<file path="src/common/cpm_defs.vh">
// Constants for the comparator pin multiplexer
`ifndef CPM_DEFS_VH
`define CPM_DEFS_VH

// ***************************************************************
// Register map
// ***************************************************************
`define CPM_ADDR_W        3
`define CPM_DATA_W        8
`define CPM_ADDR_CTRL     3'h0
`define CPM_ADDR_COMBINE  3'h1
`define CPM_ADDR_FLAGS    3'h2
`define CPM_ADDR_CMPOUT   3'h3
`define CPM_ADDR_PINUSE   3'h4
`define CPM_CTRL_RST      8'h00
`define CPM_COMBINE_RST   4'h0
`define CPM_ZERO8         8'h00
`define CPM_ZERO4         4'h0

// ***************************************************************
// Field layout
// ***************************************************************
`define CPM_NCMP          4
`define CPM_ON_MSB        3
`define CPM_ON_LSB        0
`define CPM_ROUTE_MSB     7
`define CPM_ROUTE_LSB     4
`define CPM_CODE_MSB      3
`define CPM_CODE_LSB      0
`define CPM_SRC_W         2
`define CPM_OSC_PORT      3'h7

// ***************************************************************
// Pin function codes
// ***************************************************************
`define CPM_FN_W          3
`define CPM_FN_PORT       3'h0
`define CPM_FN_CMP_OUT    3'h1
`define CPM_FN_NEG        3'h2
`define CPM_FN_POS        3'h3
`define CPM_FN_ALT        3'h4
`define CPM_FN_ALT2       3'h5

`endif

</file>
<file path="src/verilog/cpm_comparator_pin_mux.v">
// Comparator control registers, change flags and shared pin selection
//
// Added by the designer: the plain strobed port and the address map.
`timescale 1ns/10ps
`include "cpm_defs.vh"

module cpm_comparator_pin_mux (
    // Clock and reset
    input  wire                      ref_clk_in,
    input  wire                      srst_in,
    // Register port
    input  wire [`CPM_ADDR_W-1:0]    reg_addr_in,
    input  wire [`CPM_DATA_W-1:0]    reg_wdata_in,
    input  wire                      reg_wr_in,
    input  wire                      reg_rd_in,
    output wire [`CPM_DATA_W-1:0]    reg_rdata_out,
    // Core mode and option settings
    input  wire                      mouse_mode_in,
    input  wire                      counter_a_second_input_en_in,
    input  wire                      counter_b_second_input_en_in,
    input  wire                      counter_a_input_select_in,
    input  wire                      counter_b_input_select_in,
    input  wire                      timer_source_select_in,
    input  wire [2:0]                osc_option_in,
    // Analog comparators
    input  wire [`CPM_NCMP-1:0]      cmp_raw_in,
    output wire [`CPM_NCMP-1:0]      cmp_on_out,
    output wire [7:0]                cmp_neg_source_out,
    output wire [`CPM_NCMP-1:0]      cmp_change_flag_out,
    output wire [`CPM_NCMP-1:0]      cmp_drive_out,
    // Comparator output pins
    output wire [`CPM_FN_W-1:0]      port5_line1_fn_out,
    output wire [`CPM_FN_W-1:0]      port5_line2_fn_out,
    output wire [`CPM_FN_W-1:0]      port6_line3_fn_out,
    output wire [`CPM_FN_W-1:0]      port6_line4_fn_out,
    // Positive input pins
    output wire [`CPM_FN_W-1:0]      port5_line0_fn_out,
    output wire [`CPM_FN_W-1:0]      port5_line3_fn_out,
    output wire [`CPM_FN_W-1:0]      port6_line2_fn_out,
    output wire [`CPM_FN_W-1:0]      port6_line5_fn_out,
    // Negative input pins
    output wire [`CPM_FN_W-1:0]      port5_line5_fn_out,
    output wire [`CPM_FN_W-1:0]      port5_line4_fn_out,
    output wire [`CPM_FN_W-1:0]      port6_line1_fn_out,
    output wire [`CPM_FN_W-1:0]      port6_line6_fn_out
);

    // ***********************************************************
    // Declarations
    // ***********************************************************
    reg  [`CPM_DATA_W-1:0]     ctrl_reg;
    reg  [`CPM_CODE_MSB:0]     combine_reg;
    reg  [`CPM_CODE_MSB:0]     combine_next;
    reg  [`CPM_NCMP-1:0]       keep_reg;
    reg  [7:0]                 src_reg;
    reg  [`CPM_NCMP-1:0]       sync1_reg;
    reg  [`CPM_NCMP-1:0]       sync2_reg;
    reg  [`CPM_NCMP-1:0]       prev_reg;
    reg  [`CPM_NCMP-1:0]       flag_reg;
    reg  [`CPM_NCMP-1:0]       drive_reg;
    reg  [`CPM_DATA_W-1:0]     rdata_reg;
    reg  [`CPM_DATA_W-1:0]     rdata_next;
    reg  [`CPM_FN_W-1:0]       p51_fn;
    reg  [`CPM_FN_W-1:0]       p50_fn;
    reg  [`CPM_FN_W-1:0]       p55_fn;
    reg  [`CPM_FN_W-1:0]       p54_fn;
    reg  [`CPM_FN_W-1:0]       p61_fn;
    reg  [`CPM_FN_W-1:0]       p66_fn;

    wire [`CPM_NCMP-1:0]       cmp_on;
    wire [`CPM_NCMP-1:0]       route_bit;
    wire [`CPM_NCMP-1:0]       route_act;
    wire [`CPM_NCMP-1:0]       keep;
    wire [7:0]                 src;
    wire [`CPM_NCMP-1:0]       neg_used;
    wire [`CPM_NCMP-1:0]       change;
    wire [`CPM_NCMP-1:0]       flag_clr;
    wire [`CPM_NCMP-1:0]       flag_next;
    wire [`CPM_FN_W-1:0]       route_fn [0:`CPM_NCMP-1];
    wire [`CPM_FN_W-1:0]       pos_fn   [0:`CPM_NCMP-1];
    wire                       wr_ctrl;
    wire                       wr_comb;
    wire                       wr_flags;
    wire                       osc_is_port;

    // ***********************************************************
    // Register writes
    // ***********************************************************
    assign wr_ctrl  = reg_wr_in && (reg_addr_in == `CPM_ADDR_CTRL);
    assign wr_comb  = reg_wr_in && (reg_addr_in == `CPM_ADDR_COMBINE);
    assign wr_flags = reg_wr_in && (reg_addr_in == `CPM_ADDR_FLAGS);

    always @(posedge ref_clk_in) begin
        if (srst_in) begin
            ctrl_reg <= `CPM_CTRL_RST;
        end else if (wr_ctrl) begin
            ctrl_reg <= reg_wdata_in;
        end
    end

    // Upper four bits are not stored and read back as zero.
    // The next code feeds the decoder, so the registered layout
    // lands on the same edge as the code itself.
    always @* begin
        combine_next = combine_reg;
        if (srst_in) begin
            combine_next = `CPM_COMBINE_RST;
        end else if (wr_comb) begin
            combine_next = reg_wdata_in[`CPM_CODE_MSB:`CPM_CODE_LSB];
        end
    end

    always @(posedge ref_clk_in) begin
        combine_reg <= combine_next;
    end

    assign cmp_on    = ctrl_reg[`CPM_ON_MSB:`CPM_ON_LSB];
    assign route_bit = ctrl_reg[`CPM_ROUTE_MSB:`CPM_ROUTE_LSB];
    assign route_act = route_bit & cmp_on;

    // ***********************************************************
    // Comparator output sampling and change flags
    // ***********************************************************
    // Comparators are asynchronous to the core clock
    always @(posedge ref_clk_in) begin
        if (srst_in) begin
            sync1_reg <= `CPM_ZERO4;
            sync2_reg <= `CPM_ZERO4;
            prev_reg  <= `CPM_ZERO4;
        end else begin
            sync1_reg <= cmp_raw_in;
            sync2_reg <= sync1_reg;
            prev_reg  <= sync2_reg;
        end
    end

    // Change only counts while the comparator is on; an idle
    // comparator output is not meaningful
    assign change   = (sync2_reg ^ prev_reg) & cmp_on;
    assign flag_clr = wr_flags ? reg_wdata_in[`CPM_NCMP-1:0] : `CPM_ZERO4;

    // Set beats clear in the same cycle so no event is lost
    assign flag_next = (flag_reg & ~flag_clr) | change;

    // Drive value lags the raw comparator by the two synchroniser
    // stages plus the drive register, three clocks, which software sees as a short output delay

    always @(posedge ref_clk_in) begin
        if (srst_in) begin
            flag_reg  <= `CPM_ZERO4;
            drive_reg <= `CPM_ZERO4;
        end else begin
            flag_reg  <= flag_next;
            drive_reg <= sync2_reg & route_act;
        end
    end

    // ***********************************************************
    // Negative input combining
    // ***********************************************************
    cpm_combine_decode cpm_combine_decode_inst (
        .code_in    (combine_next),
        .keep_out   (keep),
        .source_out (src)
    );

    // Layout held in flip-flops so the source output is registered
    always @(posedge ref_clk_in) begin
        keep_reg <= keep;
        src_reg  <= src;
    end

    // A pin is a negative input when some running comparator
    // takes its negative input from it
    genvar gi;
    generate
        for (gi = 0; gi < `CPM_NCMP; gi = gi + 1) begin : g_cmp
            assign neg_used[gi] = keep_reg[gi] && (
                (cmp_on[0] && (src_reg[1:0] == gi)) ||
                (cmp_on[1] && (src_reg[3:2] == gi)) ||
                (cmp_on[2] && (src_reg[5:4] == gi)) ||
                (cmp_on[3] && (src_reg[7:6] == gi)));
            assign route_fn[gi] = route_act[gi] ? `CPM_FN_CMP_OUT
                                                : `CPM_FN_PORT;
            assign pos_fn[gi]   = cmp_on[gi] ? `CPM_FN_POS
                                             : `CPM_FN_PORT;
        end
    endgenerate

    // ***********************************************************
    // Comparator 4 pins
    // ***********************************************************
    // Pin 4 serves as a negative input only while comparator 4
    // runs; a code pointing other comparators at it is not
    // honoured with comparator 4 off
    always @* begin
        if (cmp_on[3] && neg_used[3]) begin
            p66_fn = `CPM_FN_NEG;
        end else if (mouse_mode_in && counter_a_second_input_en_in) begin
            p66_fn = `CPM_FN_ALT;
        end else begin
            p66_fn = `CPM_FN_PORT;
        end
    end

    // ***********************************************************
    // Comparator 3 pins
    // ***********************************************************
    // Mouse mode forces the counter only with comparator 3 off
    always @* begin
        if (cmp_on[2]) begin
            if (neg_used[2]) begin
                p61_fn = `CPM_FN_NEG;
            end else if (counter_a_input_select_in) begin
                p61_fn = `CPM_FN_ALT;
            end else begin
                p61_fn = `CPM_FN_PORT;
            end
        end else if (mouse_mode_in || counter_a_input_select_in) begin
            p61_fn = `CPM_FN_ALT;
        end else begin
            p61_fn = `CPM_FN_PORT;
        end
    end

    // ***********************************************************
    // Comparator 2 pins
    // ***********************************************************
    // Same limitation as comparator 4 with comparator 2 off
    always @* begin
        if (cmp_on[1] && neg_used[1]) begin
            p54_fn = `CPM_FN_NEG;
        end else if (timer_source_select_in) begin
            p54_fn = `CPM_FN_ALT;
        end else begin
            p54_fn = `CPM_FN_PORT;
        end
    end

    // ***********************************************************
    // Comparator 1 pins
    // ***********************************************************
    // Code-option bits are static, so they need no synchroniser
    assign osc_is_port = (osc_option_in == `CPM_OSC_PORT);

    always @* begin
        if (cmp_on[0] && neg_used[0]) begin
            p55_fn = `CPM_FN_NEG;
        end else if (osc_is_port) begin
            p55_fn = `CPM_FN_PORT;
        end else begin
            p55_fn = `CPM_FN_ALT;
        end
    end

    // Counter-B primary input only while comparator 1 is off
    always @* begin
        if (cmp_on[0]) begin
            p51_fn = route_fn[0];
        end else if (mouse_mode_in || counter_b_input_select_in) begin
            p51_fn = `CPM_FN_ALT;
        end else begin
            p51_fn = `CPM_FN_PORT;
        end
    end

    // Second counter-B input uses a code of its own
    always @* begin
        if (cmp_on[0]) begin
            p50_fn = `CPM_FN_POS;
        end else if (mouse_mode_in && counter_b_second_input_en_in) begin
            p50_fn = `CPM_FN_ALT2;
        end else begin
            p50_fn = `CPM_FN_PORT;
        end
    end

    // ***********************************************************
    // Register reads
    // ***********************************************************
    // Unmapped addresses read as zero
    always @* begin
        rdata_next = `CPM_ZERO8;
        if (reg_rd_in) begin
            case (reg_addr_in)
                `CPM_ADDR_CTRL: begin
                    rdata_next = ctrl_reg;
                end
                `CPM_ADDR_COMBINE: begin
                    rdata_next = {`CPM_ZERO4, combine_reg};
                end
                `CPM_ADDR_FLAGS: begin
                    rdata_next = {`CPM_ZERO4, flag_reg};
                end
                `CPM_ADDR_CMPOUT: begin
                    rdata_next = {`CPM_ZERO4, sync2_reg};
                end
                `CPM_ADDR_PINUSE: begin
                    rdata_next = {route_act, neg_used};
                end
                default: begin
                    rdata_next = `CPM_ZERO8;
                end
            endcase
        end
    end

    // Data stand only in the cycle after the read strobe
    always @(posedge ref_clk_in) begin
        if (srst_in) begin
            rdata_reg <= `CPM_ZERO8;
        end else begin
            rdata_reg <= rdata_next;
        end
    end

    // ***********************************************************
    // Outputs
    // ***********************************************************
    // Pin codes are combinational so a write acts next cycle
    assign reg_rdata_out       = rdata_reg;
    assign cmp_on_out          = cmp_on;
    assign cmp_neg_source_out  = src_reg;
    assign cmp_change_flag_out = flag_reg;
    assign cmp_drive_out       = drive_reg;

    // ***********************************************************
    // Pin function outputs
    // ***********************************************************

    assign port5_line1_fn_out  = p51_fn;
    assign port5_line2_fn_out  = route_fn[1];
    assign port6_line3_fn_out  = route_fn[2];
    assign port6_line4_fn_out  = route_fn[3];

    assign port5_line0_fn_out  = p50_fn;
    assign port5_line3_fn_out  = pos_fn[1];
    assign port6_line2_fn_out  = pos_fn[2];
    assign port6_line5_fn_out  = pos_fn[3];

    assign port5_line5_fn_out  = p55_fn;
    assign port5_line4_fn_out  = p54_fn;
    assign port6_line1_fn_out  = p61_fn;
    assign port6_line6_fn_out  = p66_fn;

endmodule // cpm_comparator_pin_mux

</file>
<file path="src/verilog/cpm_combine_decode.v">
// Decoder from combine code to shared negative-input layout
`timescale 1ns/10ps
`include "cpm_defs.vh"

module cpm_combine_decode (
    // Next code of the combine register
    input  wire [`CPM_CODE_MSB:0]  code_in,
    // Negative pins that stay analog inputs
    output wire [`CPM_NCMP-1:0]    keep_out,
    // Two bits per comparator: pin its negative input uses
    output wire [7:0]              source_out
);

    reg [11:0] entry;

    // Upper nibble keep mask, lower byte sources (cmp4 on top)
    always @* begin
        case (code_in)
            4'h0: entry = 12'hfe4;
            4'h1: entry = 12'hee5;
            4'h2: entry = 12'hee6;
            4'h3: entry = 12'hee7;
            4'h4: entry = 12'hde8;
            4'h5: entry = 12'hdec;
            4'h6: entry = 12'hbf4;
            4'h7: entry = 12'hcea;
            4'h8: entry = 12'hcef;
            4'h9: entry = 12'haf7;
            4'ha: entry = 12'h9fc;
            4'hb: entry = 12'h8ff;
            4'hc: entry = 12'hbd4;
            4'hd: entry = 12'h764;
            4'he: entry = 12'h354;
            4'hf: entry = 12'h6a6;
            default: entry = 12'hfe4;
        endcase
    end

    assign keep_out   = entry[11:8];
    assign source_out = entry[7:0];

endmodule // cpm_combine_decode

</file>
<file path="config.mk">
export PLATFORM = sky130hd
export DESIGN_NAME = cpm_comparator_pin_mux
export DESIGN_NICKNAME = d
export VERILOG_FILES = /design/src/verilog/cpm_comparator_pin_mux.v /design/src/verilog/cpm_combine_decode.v
export VERILOG_INCLUDE_DIRS = /design/src /design/src/common
export SDC_FILE = /design/constraint.sdc
export NUM_CORES = 1
export LEC_CHECK = 0
export BUFFER_PORTS_ARGS = -buffer_cell sky130_fd_sc_hd__clkbuf_2
export CORE_MARGIN = 2
export CORE_UTILIZATION = 53
export CTS_CLUSTER_SIZE = 30
export DETAILED_ROUTE_END_ITERATION = 8
export HOLD_SLACK_MARGIN = 0.12
export PLACE_DENSITY = 0.85
export SYNTH_ARGS = -nofsm -noshare
export SYNTH_HDL_FRONTEND = slang
export SYNTH_SLANG_ARGS = --single-unit
</file>
<file path="constraint.sdc">
create_clock -name ref_clk_in -period 6.5 [get_ports ref_clk_in]
set_input_delay 1.3 -clock ref_clk_in [delete_from_list [all_inputs] [get_ports ref_clk_in]]
set_output_delay 1.3 -clock ref_clk_in [all_outputs]
set_load 0.02 [all_outputs]
</file>
# --- Word-level counts from Yosys, hierarchy flattened ---
# Memories as Yosys holds them, arrays and structs flattened. A register that Yosys moved wholly into a read port is not among the register bits.
# Cells that the tools add are included.
word_totals:
  mem_count: 1
  reg_bits: 40
  inputBits: 28
  mem_bits_ro: 192
  word_cells: 107
  output_inout_bits: 64
classes:
  bitwise: 8
  reduce_logical: 48
  muxes: 25
  n_eq_ne: 17
mem_list:
  columns: ["name", "words", "width", "read_ports", "rd_ports_with_merged_regs", "write_ports", "line", "source"]
  rows:
  - ["(no name shown)", 16, 12, 1, 1, 0, "cpm_combine_decode.v:18", "case (code_in)"]
op_table:
  columns: ["operator", "count"]
  rows:
  - ["$mux 3", 14]
  - ["$pmux 8 s5", 1]
  - ["$logic_and 1x1->1", 28]
  - ["$and 4x4->4", 4]
  - ["$eq 2x2->1 const B", 8]
  - ["$logic_or 1x1->1", 14]
  - ["$mux 4", 3]
  - ["$eq 2x1->1 const B", 4]
  - ["$logic_not 2->1", 4]
  - ["$eq 3x2->1 const B", 2]
  - ["$eq 3x3->1 const B", 2]
  - ["$mux 2", 3]
  - ["$mux 1", 4]
  - ["$not 4->4", 1]
  - ["$or 4x4->4", 1]
  - ["$xor 4x4->4", 1]
  - ["$eq 3x1->1 const B", 1]
  - ["$logic_not 3->1", 1]
  - ["$reduce_or 2->1", 1]
  - ["$not 1->1", 1]

# --- Logic depth before layout (Yosys ltp) ---
# Gate-level depths: netlist of run 1.
logic_depth:
  depth_word: 8
  depth_mapped: 8
  depth_no_buf: 7

# --- Modules after synthesis ---
# A second synthesis of run 1 with hierarchy kept.
hier_totals:
  hier_cells: 262
  hier_area_um2: 2458.6
modules_own_cells:
  columns: ["mod", "cells_each", "seq_area_each_um2", "n_inst", "area_per_inst_um2"]
  rows:
  - ["cpm_comparator_pin_mux", 227, 1041.0, 1, 2188.3]
  - ["cpm_combine_decode", 35, 0.0, 1, 270.3]

# --- Worst setup path before layout of run 1 ---
# Ideal clock, no wire load.
synth_path:
  kind: "input -> register"
  startpoint: "in reg_addr_in[1]"
  endpoint: "reg keep_reg[2]"
  path_buffers: 2
  setup_time_ns: 0.115
  t_arrival_ns: 2.945
  slack_ns: 3.440
  required_time_ns: 6.385
  cell_stages: 8
  cell_sequence: "buf_6 and4bb_1 buf_6 mux2i_1 ha_1 inv_1 a221o_1 o21a_1"
synth_between:
  elab_chain_cells: 4
synth_lines:
  columns: ["element", "line", "source"]
  rows:
  - ["start: declaration", "cpm_comparator_pin_mux.v:12", "input wire [`CPM_ADDR_W-1:0] reg_addr_in,"]
  - ["$eq 3x1->1", null, null]
  - ["$logic_and 1x1->1", "cpm_comparator_pin_mux.v:90", "assign wr_comb = reg_wr_in && (reg_addr_in == `CPM_ADDR_COMBINE);"]
  - ["$mux 4", "cpm_comparator_pin_mux.v:108", "end else if (wr_comb) begin"]
  - ["$mux 4", "cpm_comparator_pin_mux.v:106", "if (srst_in) begin"]
  - ["named net combine_next[1]", "cpm_comparator_pin_mux.v:53", "reg [`CPM_CODE_MSB:0] combine_next;"]
  - ["end: declaration", "cpm_comparator_pin_mux.v:54", "reg [`CPM_NCMP-1:0] keep_reg;"]
# The timed path passes the listed nets, and every way through them passes these cells.
# A chain may end at the register's enable or synchronous reset.

# --- Final worst setup path of run 1 ---
layout_path:
  startpoint: "in reg_addr_in[2]"
  endpoint: "reg keep_reg[2]"
# The elaborated chain is that of the path after synthesis.

==> results of run 1 <==
## synthesized netlist by cell type, types with 2 or more instances
cell type   n
nand2b_1   11
nand2_1    45
nand3b_1    4
and2_1      8
a31oi_1     2
clkbuf_1    9
nand3_1     9
nor2b_1    14
inv_1       6
a22oi_1     5
o21ai_0     6
nor3b_1     3
o22ai_1     4
buf_6       2
mux4_2      4
ha_1        6
mux2i_1     2
nor3_1      3
or2_2       2
a21oi_1    11
and3_1      4
nor2_1     17
buf_4      26
nand4_1     2
dfxtp_1    52
o21a_1      2
xor2_1      4
## area by class of cell
type	count	area (um2)	area share
clock inverters	1	5.00	0.00178
repair buffers	77	385	0.137
flip-flops and latches	52	1040	0.370
inverters	6	22.5	0.00800
well taps	52	65.1	0.0231
multi-input cells	200	1220	0.435
clock buffers	6	72.6	0.0258
## power groups by stage
stage / Sequential (mW) / Combinational [mW] / Clock (mW)
floorplan: 0.337 / 0.0498 / 0
global placement: 0.338 / 0.0594 / 0
detailed placement: 0.338 / 0.0602 / 0
CTS: 0.331 / 0.0606 / 0.174
global route: 0.332 / 0.0669 / 0.185
finish: 0.331 / 0.0609 / 0.172
## final timing paths
check / end / cells after the start
setup / recovery: keep_reg[2]$_DFF_P_ / 7
hold / removal: sync2_reg[3]$_SDFF_PP0_ / 1
setup reg to reg: keep_reg[2]$_DFF_P_ / 6
hold reg to reg: sync2_reg[3]$_SDFF_PP0_ / 1
## logic make-up (layout without fill, tap and decap cells)
logic type	after synthesis	after routing
and+or+nand+nor	128	128
AOI/OAI and AO/OA	40	40
xor gates and xnor gates	4	4
DFF	52	52
buffers and inverters	44	90
other	1	14
adders and majority gates	6	6
muxes	8	8
## layout by cell type (no fill, tap or decap), drive strengths merged, types with 4 or more instances in the layout
cell type,count
and2,8
nand2,45
conb,14
nand2b,11
nand3,9
o22ai,4
dfxtp,52
clkbuf,83
xor2,4
and3,4
nor2b,14
a21oi,11
a22oi,5
ha,6
mux4,4
nand3b,4
nor2,17
inv,6
o21ai,6
## worst max-delay path, stage by stage
cell,delay (ps)
clkbuf_2,210
and4bb_1,490
mux2i_1,540
ha_1,330
inv_1,60
a221o_1,320
o21a_1,100
## layer usage
| layer | routed length (um) | vias up | GRT usage |
|---|---|---|---|
| met2 | 2830 | 95 | 0.377 |
| met4 | 79 | 0 | 0.0802 |
| met3 | 355 | 10 | 0.0483 |
| met5 | 0 | - | 0 |
| li1 | - | 1032 | - |
| met1 | 2370 | 989 | 0.274 |
## per-stage QoR
step | total power [mW] | utilization | setup WS [ps]
floorplan | 0.387 | - | 3440
global placement | 0.398 | 0.616 | 3110
detailed placement | 0.399 | 0.616 | 3040
CTS | 0.565 | 0.633 | 3370
global route | 0.584 | 0.633 | 3210
finish | 0.564 | 0.633 | 3350
==> run summary, run 1 <==
Status: finished, final reports clean
# setup viols final: 0
Vias: 2126
Clk_skew: 4.25 ps
Largest family of logic cells by synthesized area: simple AND/OR/NAND/NOR gates
Area leader, netlist: dfxtp_1
Predominant post-synthesis flop cell: dfxtp_1
Filler cells: 377
Placement Cell Area: 2740 um2
Clk buf depth: 2
Worst setup path class: primary input to flop
Maxcap violations: 0
Seq/Total Area, Yosys: 0.417
Comb power frac: 0.108
Pre-antenna DRT Iters: 6
Aggregate global routing overflow: 0
Total core area: 4440 um2
Inserted Diodes: 0
Vias per cell: 5.40
Post-synthesis cell count: 283
Area Overhead vs Synth: 12.8%
Port-buffer cells: 77
Clock power frac: 0.305
Sw Share: 0.254
Die Y-Extent: 72.6 um
Period utilisation layout: 0.485
Hpwl dp: 4.19 mm
WL/cell: 14.3 um
Die Wd: 72.6 um
Netlist cell types: 47
Drt drc: 0
Flop-to-flop setup slack: 4750 ps
Data arrival time of the critical path: 3360 ps
Share of the synthesized area in the top cell type: 0.417
Final wirelength: 5.63 mm
Leakage dissipation: 1.27 nW
Reg clk slew, reported paths: 90 ps
Global Route Usage Sum: 0.221
Rows: 24
Mux cell area share after synthesis: 0.0542
Final hold slack: 445 ps
Worst Path Required: 6700 ps
ANT nets after route: 0
Initial Util: 0.561
Worst setup path startpoint: reg_addr_in[2]
Die area: 5270 um2
CTS H-tree lvls: 2
Simple-gate share of the synthesized area: 0.266
CP startpoint kind: primary input
Crit-path max FO: 15
Pint: 0.420 mW
Cell Count, Final, Fillers Out: 394
Avg Cell Area, Syn: 8.82 um2
Sw Pwr: 0.143 mW
Hold buffers post-CTS: 0
CTS tree: done
Worst Tran Pin Value: 781 ps
# resized after CTS: 0
Final Hold Violating Endpoints: 0
Fin Setup TNS: 0 ps
Ratio of cells with drive above 1 in the final layout: 0.272
Synth area leaders: dfxtp_1, buf_4, nand2_1
Max Freq: 317 MHz
Fin area: 2820 um2
Routability-driven placement congestion ratio: 0.870
Post-synth EDFFs: 0
First-pass GRT wire length: 9.06 mm
Worst Min Path Start: sync1_reg[3]$_SDFF_PP0_
Adder-Cell Fraction of Synth Area: 0.0301
Tmin final: 3150 ps
Reg power frac: 0.587
Setup crit end kind: flop
Placed insts: 387
Total CTS buffers: 5
I/O Pins: 92
Post-Synth XOR/XNOR Area: 0.0140
Fin. max-slew vios: 0
Clk_lat worst skew: 300 ps
CTS Root Cell: clkbuf_8
PwrDens: 200 nW/um2
Worst min path class: flop to flop
CTS sink count: 52
Initial DRC count: 194
RSZ-0062 raised after global routing: no
Synth Area in Compound Gates: 0.105
Peak supply drop: 0.130 mV
Synthesis warning total: 0
Postcts setup bufs: 0
Nets: 376
Reg2reg start: combine_reg[1]$_DFF_P_
Flops & latches, synth: 52
Slew HR: 0.473
Initial antenna violation count: 0
Vias in the first global route: 1934
Post-synth ARST share: 0
Cell Area, Synth: 2490 um2
Pin count of the biggest net entering global routing: 38
No activity file was read; power rests on OpenSTA's default activity.
==> run 2: changes to the inputs <==
Settings changed: ABC_AREA set to 1, CORE_UTILIZATION 53 to 49, PLACE_DENSITY 0.85 to 0.79.
Clock period 6.5 ns to 2.96 ns, I/O delays scaled along.
==> run 2 against run 1 <==
  * Synthesized cell count is 18% higher
  * Critical endpoint is now port6_line1_fn_out[2]
  * The flow now finishes with violations (design-rule violations)
  * Critical path type is now flop to output pin
  * Largest cell class unchanged
  * Hold slack worse by 36 ps
  * First-iteration DRC count is 11% lower
==> run summary, run 2 <==
Placement Cell Area: 2810 um2 (was 2740 um2)
Die area: 5710 um2 (was 5270 um2)
Filler cells: 501 (was 377)
CTS Root Cell: clkbuf_8 (unchanged)
# resized after CTS: 0 (unchanged)
Avg Cell Area, Syn: 7.49 um2 (was 8.82 um2)
Tmin final: 2220 ps
ANT nets after route: 0 (unchanged)
Pre-antenna DRT Iters: 7 (was 6)
Worst R2R End: keep_reg[0]$_DFF_P_ (was keep_reg[2]$_DFF_P_)
Largest family of logic cells by synthesized area: simple AND/OR/NAND/NOR gates (unchanged)
Commonest cells after routing, fill and taps aside: clkbuf_2, inv_1, nand2_1 (was clkbuf_2, dfxtp_1, nand2_1)
Cell Area, Synth: 2510 um2 (was 2490 um2)
Clk buf depth: 2 (unchanged)
FF/Latch Area: 1040 um2 (unchanged)
Post-route setup slack: 739 ps (was 3350 ps)
Violated checks: design-rule violations
Pin count of the biggest net entering global routing: 22 (was 38)
Max Freq: 450 MHz
Port-buffer cells: 77 (unchanged)
Initial Util: 0.501 (was 0.561)
Routability-driven placement congestion ratio: 0.965 (was 0.870)
Seq/Total Area, Yosys: 0.415 (was 0.417)
Netlist cell types: 25 (was 47)
Vias per cell: 4.82 (was 5.40)
Data arrival time of the critical path: 1630 ps (was 3360 ps)
Simple-gate share of the synthesized area: 0.261 (was 0.266)
Critical path's top delay family: flip-flops (was multiplexers)
I/O Pins: 92 (unchanged)
Fin area: 2900 um2 (was 2820 um2)
Hold EP: sync2_reg[0]$_SDFF_PP0_ (was sync2_reg[3]$_SDFF_PP0_)
Synth Area in Compound Gates: 0.117 (was 0.105)
Rows: 26 (was 24)
Total core area: 5010 um2 (was 4440 um2)
Setup crit end kind: output pin (was flop)
PwrDens: 461 nW/um2 (was 200 nW/um2)
Total CTS buffers: 5 (unchanged)
Peak supply drop: 0.411 mV (was 0.130 mV)
# setup viols final: 0 (unchanged)
CP startpoint kind: flop (was primary input)
Post-synth ARST share: 0 (unchanged)
CTS sink count: 52 (unchanged)
Final wirelength: 5.62 mm (was 5.63 mm)
Reg clk slew, reported paths: 100 ps (was 90 ps)
Clk_lat worst skew: 320 ps (was 300 ps)
Die Y-Extent: 75.6 um (was 72.6 um)
WL/cell: 11.9 um (was 14.3 um)
Maxcap violations: 0 (unchanged)
Fin Setup TNS: 0 ps (unchanged)
Mux cell area share after synthesis: 0 (was 0.0542)
Max incr delay on CP: 580 ps (was 540 ps)
Vias in the first global route: 1915 (was 1934)
Synth cell count leaders: inv_1, nand2_1, dfxtp_1, nand3_1, nor2_1 (was dfxtp_1, nand2_1, buf_4, nor2_1, nor2b_1)
Adder-Cell Fraction of Synth Area: 0.0299 (was 0.0301)
Crit-path max FO: 11 (was 15)
Hpwl dp: 4.46 mm (was 4.19 mm)
Buffers & Inverters on Critical Path: 1 (was 2)
Crit path max-delay cell type: dfxtp_1 (was mux2i_1)
Hold Path Cell Cnt: 2 (was 1)
Synthesis warning total: 0 (unchanged)
Leakage dissipation: 1.44 nW (was 1.27 nW)
CTS tree: done (unchanged)
RSZ-0062 raised after global routing: no (unchanged)
Initial DRC count: 173 (was 194)
Worst min path class: flop to flop (unchanged)
Post-synthesis cell count: 335 (was 283)
Period utilisation layout: 0.750
Hold buffers post-CTS: 0 (unchanged)
Final hold slack: 409 ps (was 445 ps)
Predominant post-synthesis flop cell: dfxtp_1 (unchanged)
Worst Min Path Start: sync1_reg[0]$_SDFF_PP0_ (was sync1_reg[3]$_SDFF_PP0_)
Post-Synth XOR/XNOR Area: 0 (was 0.0140)
Clk_skew: 15.7 ps (was 4.25 ps)
Area leader, netlist: dfxtp_1 (unchanged)
Worst R2R Path Depth: 10 (was 6)
Drt drc: 1 (was 0)
Postcts setup bufs: 0 (unchanged)
Most common cell after layout, fill and taps aside: clkbuf_2 (unchanged)
Global Route Usage Sum: 0.204 (was 0.221)
Fin. max-slew vios: 0 (unchanged)
Pre-CTS WS: 718 ps (was 3040 ps)
Area of the multi-input gates: 1080 um2 (was 1220 um2)
Initial antenna violation count: 0 (unchanged)
Critical path's most frequent cell: o21ai_0
Nets: 434 (was 376)
First-pass GRT wire length: 8.71 mm (was 9.06 mm)
Reg2reg start: combine_reg[0]$_DFF_P_ (was combine_reg[1]$_DFF_P_)
Die Wd: 75.6 um (was 72.6 um)
Final Hold Violating Endpoints: 0 (unchanged)
Flops & latches, synth: 52 (unchanged)
Post-synth EDFFs: 0 (unchanged)
Total power: 1.34 mW (was 0.564 mW)
Area Overhead vs Synth: 15.7% (was 12.8%)
Share of the synthesized area in the top cell type: 0.415 (was 0.417)
Critical-path cell list: nand3_1 -> nand2_1 -> o21ai_0 -> o21ai_0 -> o21ai_0 -> clkbuf_2 (was clkbuf_2 -> and4bb_1 -> mux2i_1 -> ha_1 -> inv_1 -> a221o_1 -> o21a_1)
Vias: 2271 (was 2126)
Synth area leaders: dfxtp_1, inv_1, nand2_1 (was dfxtp_1, buf_4, nand2_1)
CTS H-tree lvls: 2 (unchanged)
Ratio of cells with drive above 1 in the final layout: 0.257 (was 0.272)
Worst setup path class: flop to output pin (was primary input to flop)
Worst Path Required: 2370 ps (was 6700 ps)
Status: finished, violations left (was finished, final reports clean)
Flop-to-flop setup slack: 1470 ps (was 4750 ps)
Aggregate global routing overflow: 0 (unchanged)
Inserted Diodes: 0 (unchanged)
run 2: changes by cell type in the layout (fill, tap and decap cells not counted), sizes merged, moves of 8 or more:
cell	before	now
inv	6	58
o21ai	6	24
nor2	17	32
nand2b	11	0
nand3	9	30
and2	8	0
nor2b	14	0
a21oi	11	22
nand2	45	57
run 2: final cells by class:
| cell class | count | area share |
|---|---|---|
| Tap cell | 70 | 0.0302 |
| Clock buffer | 5 | 0.0237 |
| Inverter | 55 | 0.0720 |
| Timing Repair Buffer | 78 | 0.135 |
| Multi-Input combinational cell | 208 | 0.371 |
| Sequential cell | 52 | 0.358 |
| Clock inverter | 3 | 0.00991 |
run 2: worst max path at each step:
stage,start,end,slack [ps],cells after the start
floorplan,reg_addr_in[2],keep_reg[0]$_DFF_P_,1150,11
global placement,reg_addr_in[2],keep_reg[0]$_DFF_P_,810,12
detailed placement,reg_addr_in[2],keep_reg[0]$_DFF_P_,720,12
CTS,ctrl_reg[0]$_SDFFE_PP0P_,port6_line1_fn_out[2],730,6
global route,ctrl_reg[3]$_SDFFE_PP0P_,port6_line1_fn_out[2],490,6
finish,ctrl_reg[0]$_SDFFE_PP0P_,port6_line1_fn_out[2],740,6
run 2: cell families after synthesis:
logic type      Yosys count
flops                    52
other cells               1
fa+ha+maj                 6
simple gates            133
buf+inv                  88
compound gates           55
run 2: worst min-delay path: cells and delay by family, from the launching register on:
family,cells,cell delay [ps]
AND/OR/NAND/NOR,1,30
flip-flops,1,310
buffers and inverters,1,40
run 2: stage by stage:
stage | utilization | cells
6_report | 0.580 | 471
5_1_grt | 0.580 | 471
2_1_floorplan | - | 348
3_3_place_gp | 0.560 | 463
3_5_place_dp | 0.560 | 463
4_1_cts | 0.580 | 471
run 2: routing by layer:
metal | track usage | share of wire | up-vias
li1 | - | - | 1155
met1 | 0.274 | 0.46 | 1016
met2 | 0.324 | 0.46 | 90
met3 | 0.0463 | 0.063 | 10
met4 | 0.0721 | 0.016 | 0
met5 | 0 | 0 | -
run 2: report_power, final:
group	internal (mW)	total (mW)	switching (mW)
registers	0.720	0.737	0.0172
clock network	0.179	0.433	0.254
logic	0.0509	0.168	0.117
==> run 3: changes to the inputs <==
Settings changed: ABC_AREA 1 to 0.
Clock period 2.96 ns to 2.33 ns, I/O delays scaled along.
==> run 3 against run 2 <==
  * The run now ends clean
  * Routed wire length rose by 3.1%
  * Cell count shrank 10%
  * Clock skew shrank 11 ps
  * Utilization up 3.3 points
  * Sequential power rose by 25%
  * Combinational power up 10%
  * Hold slack lost 43 ps
  * Count of clock-buffer cells in the layout increased by 3
  * Critical endpoint unchanged
==> run summary, run 3 (synthesis gave the netlist of run 1 again) <==
Worst Tran Pin Value: 516 ps
Clk_lat worst skew: 310 ps (was 320 ps)
FF/Latch Area: 1040 um2 (about the same)
Vias in the first global route: 1823 (was 1915)
Setup crit end kind: output pin (unchanged)
Global Route Usage Sum: 0.210 (was 0.204)
Fin area: 2950 um2 (was 2900 um2)
Final Hold Violating Endpoints: 0 (unchanged)
Commonest cells after routing, fill and taps aside: clkbuf_2, dfxtp_1, nand2_1 (was clkbuf_2, inv_1, nand2_1)
I/O Pins: 92 (unchanged)
Port-buffer cells: 77 (unchanged)
Total CTS buffers: 5 (unchanged)
CTS sink count: 52 (unchanged)
Worst setup path class: flop to output pin (unchanged)
Status: finished, final reports clean (was finished, violations left)
CTS H-tree lvls: 2 (unchanged)
Vias per cell: 5.07 (was 4.82)
Reg clk slew, reported paths: 80 ps (was 100 ps)
Filler cells: 447 (was 501)
RSZ-0062 raised after global routing: no (unchanged)
Worst min path class: primary input to flop (was flop to flop)
Fin Setup TNS: 0 ps (unchanged)
Initial antenna violation count: 0 (unchanged)
Area Overhead vs Synth: 18.4% (was 15.7%)
Slew HR: 0.646
Initial DRC count: 133 (was 173)
Max Freq: 470 MHz
Pin count of the biggest net entering global routing: 19 (was 22)
Inserted Diodes: 0 (unchanged)
Most common cell after layout, fill and taps aside: clkbuf_2 (unchanged)
Placement Cell Area: 2860 um2 (was 2810 um2)
Tmin final: 2130 ps
Pre-CTS WS: 215 ps (was 718 ps)
Rows: 25 (was 26)
Crit-path max FO: 6 (was 11)
Drt drc: 0 (was 1)
Total power: 1.62 mW (was 1.34 mW)
Hold buffers post-CTS: 0 (unchanged)
Aggregate global routing overflow: 0 (unchanged)
Initial Util: 0.518 (was 0.501)
Period utilisation layout: 0.914
Ratio of cells with drive above 1 in the final layout: 0.303 (was 0.257)
First-pass GRT wire length: 8.91 mm (was 8.71 mm)
Final hold slack: 366 ps (was 409 ps)
Post-route setup slack: 200 ps (was 739 ps)
Hpwl dp: 4.52 mm (was 4.46 mm)
PwrDens: 549 nW/um2 (was 461 nW/um2)
Final wirelength: 5.79 mm (was 5.62 mm)
Clk buf depth: 2 (unchanged)
Area of the multi-input gates: 1220 um2 (was 1080 um2)
Clk_skew: 5.04 ps (was 15.7 ps)
Worst Path Required: 1860 ps (was 2370 ps)
Leakage dissipation: 1.35 nW (was 1.44 nW)
Total core area: 4820 um2 (was 5010 um2)
ANT nets after route: 0 (unchanged)
Data arrival time of the critical path: 1660 ps (was 1630 ps)
Die Y-Extent: 75.4 um (was 75.6 um)
CTS tree: done (unchanged)
Pre-antenna DRT Iters: 4 (was 7)
Fin. max-slew vios: 0 (unchanged)
Routability-driven placement congestion ratio: 0.846 (was 0.965)
Vias: 2150 (was 2271)
Die area: 5680 um2 (was 5710 um2)
# setup viols final: 0 (unchanged)
WL/cell: 13.7 um (was 11.9 um)
Peak supply drop: 0.431 mV (was 0.411 mV)
Die Wd: 75.4 um (was 75.6 um)
CTS Root Cell: clkbuf_8 (unchanged)
CP startpoint kind: flop (unchanged)
Nets: 390 (was 434)
Maxcap violations: 0 (unchanged)
[run 3: layer usage]
layer	track usage	wire length, um	share of wire	vias up
met3	0.0489	354	0.061	8
li1	-	-	-	1064
met4	0.0682	72	0.012	0
met1	0.275	2510	0.43	1009
met5	0	0	0	-
met2	0.344	2860	0.49	69
[run 3: power breakdown]
group          leakage (nW)  internal (mW)  switching (mW)
clock                0.0455          0.242           0.273
combinational         0.881         0.0719           0.113
sequential            0.423          0.906          0.0148
[run 3: final cells by class]
cell class / instances / share of cell area
clock buffers: 8 / 0.0305
inverters: 6 / 0.00763
multi-input cells: 200 / 0.414
flip-flops and latches: 52 / 0.353
well taps: 67 / 0.0284
repair buffers: 91 / 0.166
[run 3: what timing repair did]
action	in CTS	in global routing
endpoints found under the setup margin	0	2
resized for setup	0	1
buffers inserted	0	0
[run 3: per-stage QoR]
stage,std cells,util
2_1_floorplan,296,-
3_3_place_gp,416,0.594
3_5_place_dp,416,0.594
4_1_cts,424,0.613
5_1_grt,424,0.613
6_report,424,0.613
[run 3: final timing paths]
path | depth (start not counted) | slack (ps) | endpoint | start
setup / recovery | 5 | 200 | port6_line1_fn_out[2] | cmp_neg_source_out[6]$_SDFF_PN1_
hold / removal | 2 | 370 | sync1_reg[0]$_SDFF_PP0_ | cmp_raw_in[0]
setup reg to reg | 6 | 700 | keep_reg[2]$_DFF_P_ | combine_reg[0]$_DFF_P_
hold reg to reg | 1 | 440 | sync2_reg[1]$_SDFF_PP0_ | sync1_reg[1]$_SDFF_PP0_
[run 3: critical path, cell delays in order, from the launching register on]
cell	delay (ps)
dfxtp_1	420
nand3b_1	130
nand2_1	50
o21ai_0	410
o2bb2ai_1	170
clkbuf_2	190
